File: config.mk
export PLATFORM = sky130hd
export DESIGN_NAME = idc_dist_slice
export DESIGN_NICKNAME = d
export VERILOG_FILES = /design/src/design/idc_pkg.sv /design/src/design/idc_dist_slice.sv
export SDC_FILE = /design/constraint.sdc
export NUM_CORES = 1
export LEC_CHECK = 0
export ABC_AREA = 1
export BUFFER_PORTS_ARGS = -buffer_cell sky130_fd_sc_hd__buf_2
export CAP_MARGIN = 20
export CORE_ASPECT_RATIO = 0.8
export CORE_MARGIN = 5
export CORE_UTILIZATION = 25
export CTS_CLUSTER_SIZE = 30
export DETAILED_ROUTE_END_ITERATION = 7
export GPL_TIMING_DRIVEN = 0
export SYNTH_ARGS = -nofsm -noshare
export SYNTH_HDL_FRONTEND = slang
export SYNTH_SLANG_ARGS = --single-unit
File: constraint.sdc
create_clock -name clk_i -period 1.6 [get_ports clk_i]
set_input_delay 0.16 -clock clk_i [delete_from_list [all_inputs] [get_ports clk_i]]
set_output_delay 0.16 -clock clk_i [all_outputs]
set_load 0.05 [all_outputs]
File: src/design/idc_pkg.sv
// Shared constants and carrier types for the distributor config and status slice
package idc_pkg;

  // Bus geometry
  localparam int ADR_W = 12;                      // Byte address width of the slice
  localparam int DAT_W = 32;                      // Wishbone data width
  localparam int SEL_W = 4;                       // Byte lanes
  localparam int CPU_ID_W = 2;                    // Processor number width on the bus side

  // Register byte offsets
  localparam logic [ADR_W-1:0] OFS_IMPL_ID = 12'h008;   // distributor_implementer_id
  localparam logic [ADR_W-1:0] OFS_TRIG_CFG = 12'hC00;  // interrupt_trigger_config word 0
  localparam logic [ADR_W-1:0] OFS_PPI_STAT = 12'hD00;  // private_input_level_status

  // Identification register field positions
  localparam int ID_PRODUCT_LSB = 24;             // product_code [31:24]
  localparam int ID_MAJOR_LSB = 20 - 4;           // major revision [19:16]
  localparam int ID_MINOR_LSB = 12;               // minor revision [15:12]
  localparam int ID_IMPL_LSB = 0;                 // implementer [11:0]

  // Interrupt identifier map
  localparam int NUM_SGI = 16;                    // Identifiers 0..15
  localparam int NUM_PRIVATE = 32;                // Identifiers 0..31 never shared
  localparam int NUM_PPI = 7;                     // Live private inputs per processor
  localparam int IRQ_PER_WORD = 16;               // Bit-pairs per config word

  // Trigger encodings of one bit-pair
  localparam logic [1:0] TRIG_SGI_EDGE = 2'h2;    // Fixed edge, software interrupts
  localparam logic [1:0] TRIG_LEVEL = 2'h1;       // Active-high level
  localparam logic [1:0] TRIG_NONE = 2'h0;        // Identifier not implemented
  localparam logic SPI_EDGE_RST = 1'h0;           // Shared lines reset to level mode

  // Private status field position
  localparam int PPI_STAT_LSB = 9;                // Levels in [15:9]

  // Reset values
  localparam logic [DAT_W-1:0] RST_DATA = 32'h00000000;

  // Classic Wishbone request as presented by the master
  typedef struct packed {
    logic             cyc;
    logic             stb;
    logic             we;
    logic [ADR_W-1:0] adr;
    logic [SEL_W-1:0] sel;
    logic [DAT_W-1:0] dat;
  } idc_wb_req_t;

  // Classic Wishbone answer
  typedef struct packed {
    logic             ack;
    logic [DAT_W-1:0] dat;
  } idc_wb_rsp_t;

  // Side attributes of the access: who is asking and in which world
  typedef struct packed {
    logic                nonsecure;
    logic [CPU_ID_W-1:0] cpu;
  } idc_acc_t;

  // Bus answer state, one-hot
  typedef enum logic [1:0] {
    ST_IDLE = 2'b01,
    ST_ACK  = 2'b10
  } idc_state_t;

  // Which register the last taken access hit
  typedef enum logic [2:0] {
    HIT_NONE = 3'b001,
    HIT_ID   = 3'b010,
    HIT_CFG  = 3'b100
  } idc_hit_t;

endpackage
File: src/design/idc_dist_slice.sv
// Distributor slice: identification, trigger configuration and private level status
//
// The register addresses and the Wishbone interface to the registers were chosen for this implementation.
`timescale 1ns/1ps
`default_nettype none

// How it works
// - Each interrupt owns one two-bit trigger pair
// - Software interrupt pairs fixed, read 0b10
// - Live private peripheral pairs fixed, read 0b01; unused ones (identifiers 16..24) read 0b00
// - Shared pair low bit always reads one
// - Shared pair high bit writable: level or edge
// - Identification: product, implementer, zero reserved nibble
// - Identification carries major and minor revision
// - Status bits 15..9 show private input levels
// - Private input order fixed, maintenance down to fast
// - Status is live level, not pending state
// - Nonsecure reads see only group one inputs
// - Status banked, each processor sees its own
// - Identifiers 0..31 reserved for private use
module idc_dist_slice
  import idc_pkg::*;
#(
  parameter int              NUM_IRQ      = 64,     // Total identifiers, multiple of 32
  parameter int              NUM_CPU      = 4,      // Processors with private inputs
  parameter logic [7:0]      PRODUCT_CODE = 8'h5A,  // Arbitrary value
  parameter logic [3:0]      MAJOR_REV    = 4'h1,   // Arbitrary value
  parameter logic [3:0]      MINOR_REV    = 4'h2,   // Arbitrary value
  parameter logic [11:0]     IMPL_CODE    = 12'h3C1 // Arbitrary value
) (
  input  wire logic                       clk_i,
  input  wire logic                       rst_i,
  input  wire idc_wb_req_t                wb_req_i,
  input  wire idc_acc_t                   acc_i,
  output var idc_wb_rsp_t                 wb_rsp_o,
  input  wire logic [NUM_CPU*NUM_PPI-1:0] ppi_i,
  input  wire logic [NUM_CPU*NUM_PPI-1:0] ppi_group1_i
);

  // Derived sizes
  localparam int NUM_SPI = NUM_IRQ - NUM_PRIVATE;       // Shared lines
  localparam int NUM_CFG = NUM_IRQ / IRQ_PER_WORD;      // Config words
  localparam int PPI_BASE = NUM_PRIVATE - NUM_PPI;      // First live private identifier
  localparam logic [DAT_W-1:0] ID_VALUE = (DAT_W'(PRODUCT_CODE) << ID_PRODUCT_LSB)
                                        | (DAT_W'(MAJOR_REV) << ID_MAJOR_LSB)
                                        | (DAT_W'(MINOR_REV) << ID_MINOR_LSB)
                                        | (DAT_W'(IMPL_CODE) << ID_IMPL_LSB);

  // Bus state
  idc_state_t             state;          // Answer state
  idc_state_t             next_state;
  logic [DAT_W-1:0]       rdata;          // Registered read data
  logic [DAT_W-1:0]       next_rdata;

  // Helper record of the last taken access, read by checks only
  idc_hit_t               last_hit;
  idc_hit_t               next_last_hit;
  logic                   last_stat;
  logic                   next_last_stat;
  idc_acc_t               last_acc;
  idc_acc_t               next_last_acc;

  // Configuration state of shared lines: 1 selects rising edge
  logic [NUM_SPI-1:0]     spi_edge;
  logic [NUM_SPI-1:0]     next_spi_edge;

  // Sampled private inputs
  logic [NUM_CPU*NUM_PPI-1:0] ppi_q;

  // Full trigger view, two bits per identifier
  logic [2*NUM_IRQ-1:0]   cfg_view;

  // Decode of the present request
  logic                   take;           // Request taken this edge
  logic                   hit_id;
  logic                   hit_cfg;
  logic                   hit_stat;
  logic [ADR_W-1:0]       cfg_ofs;
  logic [ADR_W-3:0]       cfg_idx;        // Word index into the config array

  // Taken only from idle, so each request is answered once
  // A master that keeps cyc and stb up past ack is taken again a cycle later
  assign take = wb_req_i.cyc && wb_req_i.stb && (state == ST_IDLE);

  assign hit_id = (wb_req_i.adr == OFS_IMPL_ID);
  assign cfg_ofs = wb_req_i.adr - OFS_TRIG_CFG;
  assign cfg_idx = cfg_ofs[ADR_W-1:2];
  // Misaligned and past-the-array addresses miss every config word
  assign hit_cfg = (wb_req_i.adr >= OFS_TRIG_CFG)
                && (int'(cfg_idx) < NUM_CFG)
                && (cfg_ofs[1:0] == 2'h0);
  assign hit_stat = (wb_req_i.adr == OFS_PPI_STAT);

  // Pair map per identifier
  // ids below 32 never shared
  genvar g;
  generate
    for (g = 0; g < NUM_IRQ; g++) begin : g_pair
      if (g < NUM_SGI) begin : g_sgi
        assign cfg_view[2*g +: 2] = TRIG_SGI_EDGE;
      end else if (g < PPI_BASE) begin : g_gap
        assign cfg_view[2*g +: 2] = TRIG_NONE;
      end else if (g < NUM_PRIVATE) begin : g_ppi
        assign cfg_view[2*g +: 2] = TRIG_LEVEL;
      end else begin : g_spi
        assign cfg_view[2*g +: 2] = {spi_edge[g-NUM_PRIVATE], 1'b1};
      end
    end
  endgenerate

  // Private inputs captured each cycle
  // register before presenting
  always_ff @(posedge clk_i) begin
    if (rst_i) begin
      ppi_q <= '0;
    end else begin
      ppi_q <= ppi_i;
    end
  end

  // Status word for one processor; group mask applies in the nonsecure world
  function automatic logic [DAT_W-1:0] stat_word(input idc_acc_t acc);
    logic [NUM_PPI-1:0] lvl;
    logic [NUM_PPI-1:0] grp;
    lvl = '0;
    grp = '0;
    for (int c = 0; c < NUM_CPU; c++) begin
      if (int'(acc.cpu) == c) begin
        lvl = ppi_q[c*NUM_PPI +: NUM_PPI];
        grp = ppi_group1_i[c*NUM_PPI +: NUM_PPI];
      end
    end
    if (acc.nonsecure) begin
      lvl = lvl & grp;
    end
    // bit 6 maintenance down to bit 0 fast
    return DAT_W'(lvl) << PPI_STAT_LSB;
  endfunction

  // Next bus state, read data and configuration
  always_comb begin
    next_state = state;
    next_rdata = rdata;
    next_spi_edge = spi_edge;
    next_last_hit = last_hit;
    next_last_stat = last_stat;
    next_last_acc = last_acc;
    unique case (state)
      ST_IDLE: begin
        if (take) begin
          next_state = ST_ACK;
          next_last_acc = acc_i;
          next_last_stat = hit_stat && !wb_req_i.we;
          next_last_hit = HIT_NONE;
          next_rdata = RST_DATA;
          if (!wb_req_i.we) begin
            if (hit_id) begin
              next_rdata = ID_VALUE;
              next_last_hit = HIT_ID;
            end else if (hit_cfg) begin
              next_rdata = cfg_view[32*cfg_idx +: 32];
              next_last_hit = HIT_CFG;
            end else if (hit_stat) begin
              next_rdata = stat_word(acc_i);
            end
          end else if (hit_cfg) begin
            // only shared high bits take writes
            for (int i = 0; i < NUM_SPI; i++) begin
              if (int'(cfg_idx) == ((i + NUM_PRIVATE) * 2 + 1) / 32
                  && wb_req_i.sel[(((i + NUM_PRIVATE) * 2 + 1) % 32) / 8]) begin
                next_spi_edge[i] = wb_req_i.dat[((i + NUM_PRIVATE) * 2 + 1) % 32];
              end
            end
          end
          // Other writes fall through untouched
          // Trade-off: no error answer, so software never sees a bus fault here
        end
      end
      ST_ACK: begin
        // One-cycle answer, then back to idle
        next_state = ST_IDLE;
      end
    endcase
  end

  // Register bus state and configuration
  always_ff @(posedge clk_i) begin
    if (rst_i) begin
      state <= ST_IDLE;
      rdata <= RST_DATA;
      spi_edge <= {NUM_SPI{SPI_EDGE_RST}};
      last_hit <= HIT_NONE;
      last_stat <= 1'b0;
      last_acc <= '0;
    end else begin
      state <= next_state;
      rdata <= next_rdata;
      spi_edge <= next_spi_edge;
      last_hit <= next_last_hit;
      last_stat <= next_last_stat;
      last_acc <= next_last_acc;
    end
  end

  // Answer: ack for exactly one cycle per taken request
  // One assignment drives the whole answer record
  assign wb_rsp_o = '{ack: (state == ST_ACK), dat: rdata};

  // Write to a whole config word; lane handling checked on partial writes by a_lane_kept
  logic                 full_cfg_wr;
  logic [ADR_W-3:0]     wr_idx;         // Word index of the last taken access
  assign full_cfg_wr = take && wb_req_i.we && hit_cfg && (wb_req_i.sel == 4'hF);

  // Index kept for every taken access, so read checks know the word
  always_ff @(posedge clk_i) begin
    if (rst_i) begin
      wr_idx <= '0;
    end else if (take) begin
      wr_idx <= cfg_idx;
    end
  end
endmodule

`default_nettype wire

Word level (Yosys, flattened, before mapping)
Cells that the tools add are included.
{ "word_totals": {"wordCells": 76, "output_inout_bits": 33, "regBits": 94} }
{ "classes": {"n_eq_ne": 10, "n_bitwise": 1, "n_shift": 1, "n_lt_le_gt_ge": 2, "reduce_logical": 23, "addsub": 1, "n_mux": 27} }
{ "op_table": {"columns": ["cell", "n"], "rows": [
  ["$mux 7", 21],
  ["$shiftx 128x16->32", 1],
  ["$mux 32", 3],
  ["$reduce_and 5->1", 8],
  ["$eq 10x3->1 const B", 2],
  ["$mux 16", 1],
  ["$eq 12x12->1 const B", 1],
  ["$eq 12x4->1 const B", 1],
  ["$ge 12x12->1 const B", 1],
  ["$logic_and 1x1->1", 12],
  ["$sub 12x12->12 const B", 1],
  ["$lt 10x3->1 const B", 1],
  ["$and 7x7->7", 1],
  ["$eq 2x2->1 const B", 3],
  ["$eq 2x1->1 const B", 2],
  ["$logic_not 2->1", 2],
  ["$pmux 2 s2", 1],
  ["$mux 2", 1],
  ["$ne 2x2->1 const B", 1],
  ["$reduce_and 2->1", 1]
]} }

Logic depth before layout (Yosys ltp)
{ "logic_depth": {"word_depth": 17, "ltp_mapped": 11, "ltp_nobuf": 11} }

Least setup slack after synthesis
No wires, ideal clock.
{ "synth_path": {"path_kind": "register to register", "start": "reg state[1]", "end": "reg rdata[10]", "arrival_time_ns": 1.281, "slack_ns": 0.249, "period_less_slack_ns": 1.351, "stages_incl_launch_ff": 10, "n_path_buf": 0, "required_ns": 1.529, "path_cell_list": "dfxtp_1 > inv_1 > nand2_1 > nor2_1 > inv_1 > nor2_2 > nand2_1 > a21oi_1 > nand2_1 > a21oi_1"} }
{ "synth_via": {"elab_chain_len": 3} }
{ "synth_lines": {"columns": ["element", "line", "rtl"], "rows": [
  ["start, declared", "idc_dist_slice.sv:50", "idc_state_t state;"],
  ["start signal, assigned", "idc_dist_slice.sv:196", "state <= next_state;"],
  ["$eq 2x1->1 *", "idc_dist_slice.sv:83, idc_dist_slice.sv:148", null],
  ["$logic_and 1x1->1", "idc_dist_slice.sv:83", "assign take = wb_req_i.cyc && wb_req_i.stb && (state == ST_IDLE);"],
  ["$reduce_and 2->1 (no line) *", null, null],
  ["end signal, assigned", "idc_dist_slice.sv:197", "rdata <= next_rdata;"],
  ["end, declared", "idc_dist_slice.sv:52", "logic [DAT_W-1:0] rdata;"]
]} }
Every way passes the cells marked *; elsewhere a longest branch is shown, timed or not.
A chain may end at the register's enable or synchronous reset.

Worst setup path in the final report
{ "layout_path": {"start": "reg state[1]", "end": "reg rdata[23]"} }
Same word-level chain as after synthesis.

==> results.py <==
metrics = {
    "pwr": {
        "p_sw_mw": 1.12,
        "internal_power_mw": 3.38,
        "clockPowerShare_pct": 41.5,
        "p_comb_share_pct": 10.3,
        "vdd_ir_drop_max_uv": 463,
        "power_frac_seq_pct": 48.3,
        "total_leakage_power_nw": 2.82,
        "swShare_pct": 25.0,
        "powerDensity_nw_per_um2": 833,
    },
    "worst_setup_path": {
        "max_stage_delay_ns": 0.30,
        "reg2reg_depth": 9,
        "crit_cells": 9,
        "r2r_start": "state[1]",
        "cp_cell_sequence": "inv_1, nand2_1, nor2_4, inv_2, nor2_4, nand2_2, nor2_4, nand2_1, a21oi_1",
        "critical_path_class": "reg2reg",
        "cpLargestDelayFamily": "simple AND/OR/NAND/NOR gates",
        "crit_top_cell": "nor2_4",
        "startpoint_type": "flip-flop",
        "arrival_ns": 1.77,
        "critPathBufInv": 2,
        "cp.required_ns": 1.87,
        "crit_path_end_kind": "flip-flop",
        "reg2reg_to": "rdata[23]",
        "path_max_fanout": 6,
        "reg2reg_slack_ns": 0.10,
        "slowest_stage": "dfxtp_1",
    },
    "global_route": {
        "met1_usage_pct": 17.8,
        "gr-usage-met2_pct": 18.8,
        "grt_max_degree": 14,
        "busiest_layer": "met2",
        "antenna_found_initial": 4,
        "grt_pass1_wl_mm": 19.3,
        "grtUsageTotal_pct": 12.5,
        "grt_pass1_vias": 3667,
        "globalRouteMet3Util_pct": 3.04,
        "grt_remaining_overflow": 0,
    },
    "drt": {
        "wire_per_inst_um": 12.3,
        "first_pass_iters": 4,
        "drt_iter0_markers": 240,
        "ant_nets": 0,
        "route.detailed.drc": 0,
        "vias_per_cell": 4.07,
        "drt_wl_total_mm": 12.3,
        "vias": 4067,
    },
    "placement": {
        "place_congestion": 0.823,
        "dp_cells": 981,
        "numPortBuffers": 127,
        "hpwl_mm": 9.73,
    },
    "logic_synthesis": {
        "ys_ff_latch": 85,
        "yosys.area.top_type": "dfxtp_1",
        "async_reset_ff_share_pct": 0,
        "ys_warn_count": 0,
        "synth_nets": 746,
        "yosys.area.top_type_share_pct": 40.9,
        "synth_ff_type": "dfxtp_1",
        "synthTopCellsByCount": "nand2_1 (200), nor2_1 (119), inv_1 (93)",
        "syn_avg_cell_area_um2": 6.56,
        "yosysUniqueCellTypes": 27,
        "yosysMostFrequentCell": "nand2_1",
        "netlist_instances": 634,
        "synth_edf_count": 0,
        "seq_area_frac_synth_pct": 40.9,
        "synth_area_leaders": "dfxtp_1 (41%), nand2_1 (18%), nor2_1 (11%)",
        "synthesis.area_um2": 4160,
    },
    "clocking": {
        "cts.sinks": 85,
        "clk_pin_slew_worst_paths_ns": 0.06,
        "hold_buffers": 0,
        "cts_buffers": 9,
        "clkLatencyLatePin_ns": 0.34,
        "cts_buffer_depth": 2,
        "h-tree-depth": 3,
        "clockRootBuffer": "clkbuf_16",
        "cts_tree": "yes",
    },
    "min_path": {
        "min_to": "ppi_q[17]",
        "min-delay-start": "ppi_i[17]",
        "hold_class": "in2reg",
        "whs_path_depth": 3,
    },
    "sta": {
        "setup_viol": 0,
        "finalCriticalPeriod_ns": 1.50,
        "hold_viol": 0,
        "max_freq_ghz": 0.667,
        "slew_viol_final": 0,
        "max-slew-margin-rel_pct": 59.2,
        "worstMarginPinSlew_ns": 0.613,
        "min_period_over_period_pct": 93.7,
        "holdWs_ns": 0.0252,
        "finClkSkew_ns": 0.00810,
    },
    "final_layout": {
        "diodes": 0,
        "nFillCells": 1800,
        "utilization_pct": 32.8,
        "nNetsFinal": 888,
        "area_growth_pct": 29.8,
        "layout-drive-gt1-share_pct": 24.5,
        "layout.cells.non_filler": 1000,
    },
    "die": {
        "fp.dieArea_um2": 19300,
        "die_w_um": 154,
        "rows": 42,
        "die_h_um": 125,
        "initial_utilization_pct": 25.3,
        "coreArea_um2": 16400,
        "ios": 145,
    },
    "outcome": {
        "outcome": "finished clean",
    },
    "job": {
        "maxCapViolCount": 0,
    },
}
-- metrics by stage --
step | setup slack [ns] | instance area [um2] | TNS, ns | total power, mW
after global routing | -0.00162 | 5400 | -0.00189 | 4.68
after detailed placement | -0.252 | 5070 | -4.76 | 2.67
final | 0.101 | 5400 | 0 | 4.50
after global placement | -0.242 | 5070 | -4.69 | 2.67
after CTS | 0.0215 | 5350 | 0 | 4.54
after floorplan | 0.249 | 4160 | 0 | 2.45
-- power groups by stage --
stage / clock (mW) / sequential (mW) / combinational (mW)
global placement: 0 / 2.22 / 0.450
finish: 1.87 / 2.17 / 0.463
floorplan: 0 / 2.22 / 0.232
detailed placement: 0 / 2.22 / 0.450
global route: 1.98 / 2.17 / 0.523
CTS: 1.91 / 2.17 / 0.458
-- registers in the layout, summed over array words and instances, names as in the netlist --
signal and flops:
spi_edge 32, ppi_q 28, rdata 23, state 2
-- how the worst max path moves through the flow --
| stage | start | end | slack (ns) |
|---|---|---|---|
| 3_5_place_dp | state[1] | rdata[10] | -0.25 |
| 6_report | state[1] | rdata[23] | 0.10 |
| 5_1_grt | state[1] | rdata[23] | -0.002 |
| 4_1_cts | state[1] | rdata[11] | 0.02 |
| 2_1_floorplan | state[1] | rdata[10] | 0.25 |
| 3_3_place_gp | state[1] | rdata[10] | -0.24 |
-- routing by layer --
layer,wire length [um],vias up
met5,35,-
met4,157,8
met3,714,19
met1,6050,1758
met2,5350,74
li1,-,2208
-- area by class of cell --
class / count / area (um2) / share of cell area, %
plain buffers: 32 / 178 / 3.29
clock buffers: 11 / 233 / 4.31
clock inverters: 4 / 26.3 / 0.487
inverters: 95 / 357 / 6.60
multi-input cells: 423 / 1970 / 36.5
flip-flops and latches: 85 / 1700 / 31.5
well taps: 220 / 275 / 5.10
repair buffers: 130 / 658 / 12.2
-- tightest hold or removal path, stage by stage --
cell	delay (ns)
buf_2	0.07
inv_1	0.03
nor2_1	0.06
-- repair_timing --
item	4_1_cts	5_1_grt
endpoints found under the setup margin	43	43
cloned	1	0
setup buffers	0	3
hold endpoints to repair	0	0
pin swaps	1	3
gates resized for setup	6	6
-- kinds of logic (layout without fill, tap and decap cells) --
kind of cell / count (synthesis) / count (layout) / share of synthesized area (%)
compound gates: 58 / 58 / 8.54
buf+inv: 127 / 272 / 12.8
flops: 85 / 85 / 40.9
simple gates: 364 / 365 / 37.7
-- layout by cell type, fill, tap and decap left out, types with 2 or more instances in the layout --
master	synthesis	layout
o221ai_1	12	12
inv_2	2	4
buf_1	2	2
buf_4	10	13
o21ai_0	3	3
nand3_2	4	4
nor2_2	3	2
buf_2	7	134
nand2_2	1	3
nor2_4	3	7
a21oi_1	28	27
nand3_4	5	5
inv_1	93	91
clkbuf_1	12	14
clkinv_2	0	2
dfxtp_1	85	85
nor2_1	119	117
a31oi_1	14	14
nor3_1	5	5
nand2_1	200	198
clkbuf_16	0	9
nand3_1	19	19
Power figures use the tool's default switching activity.
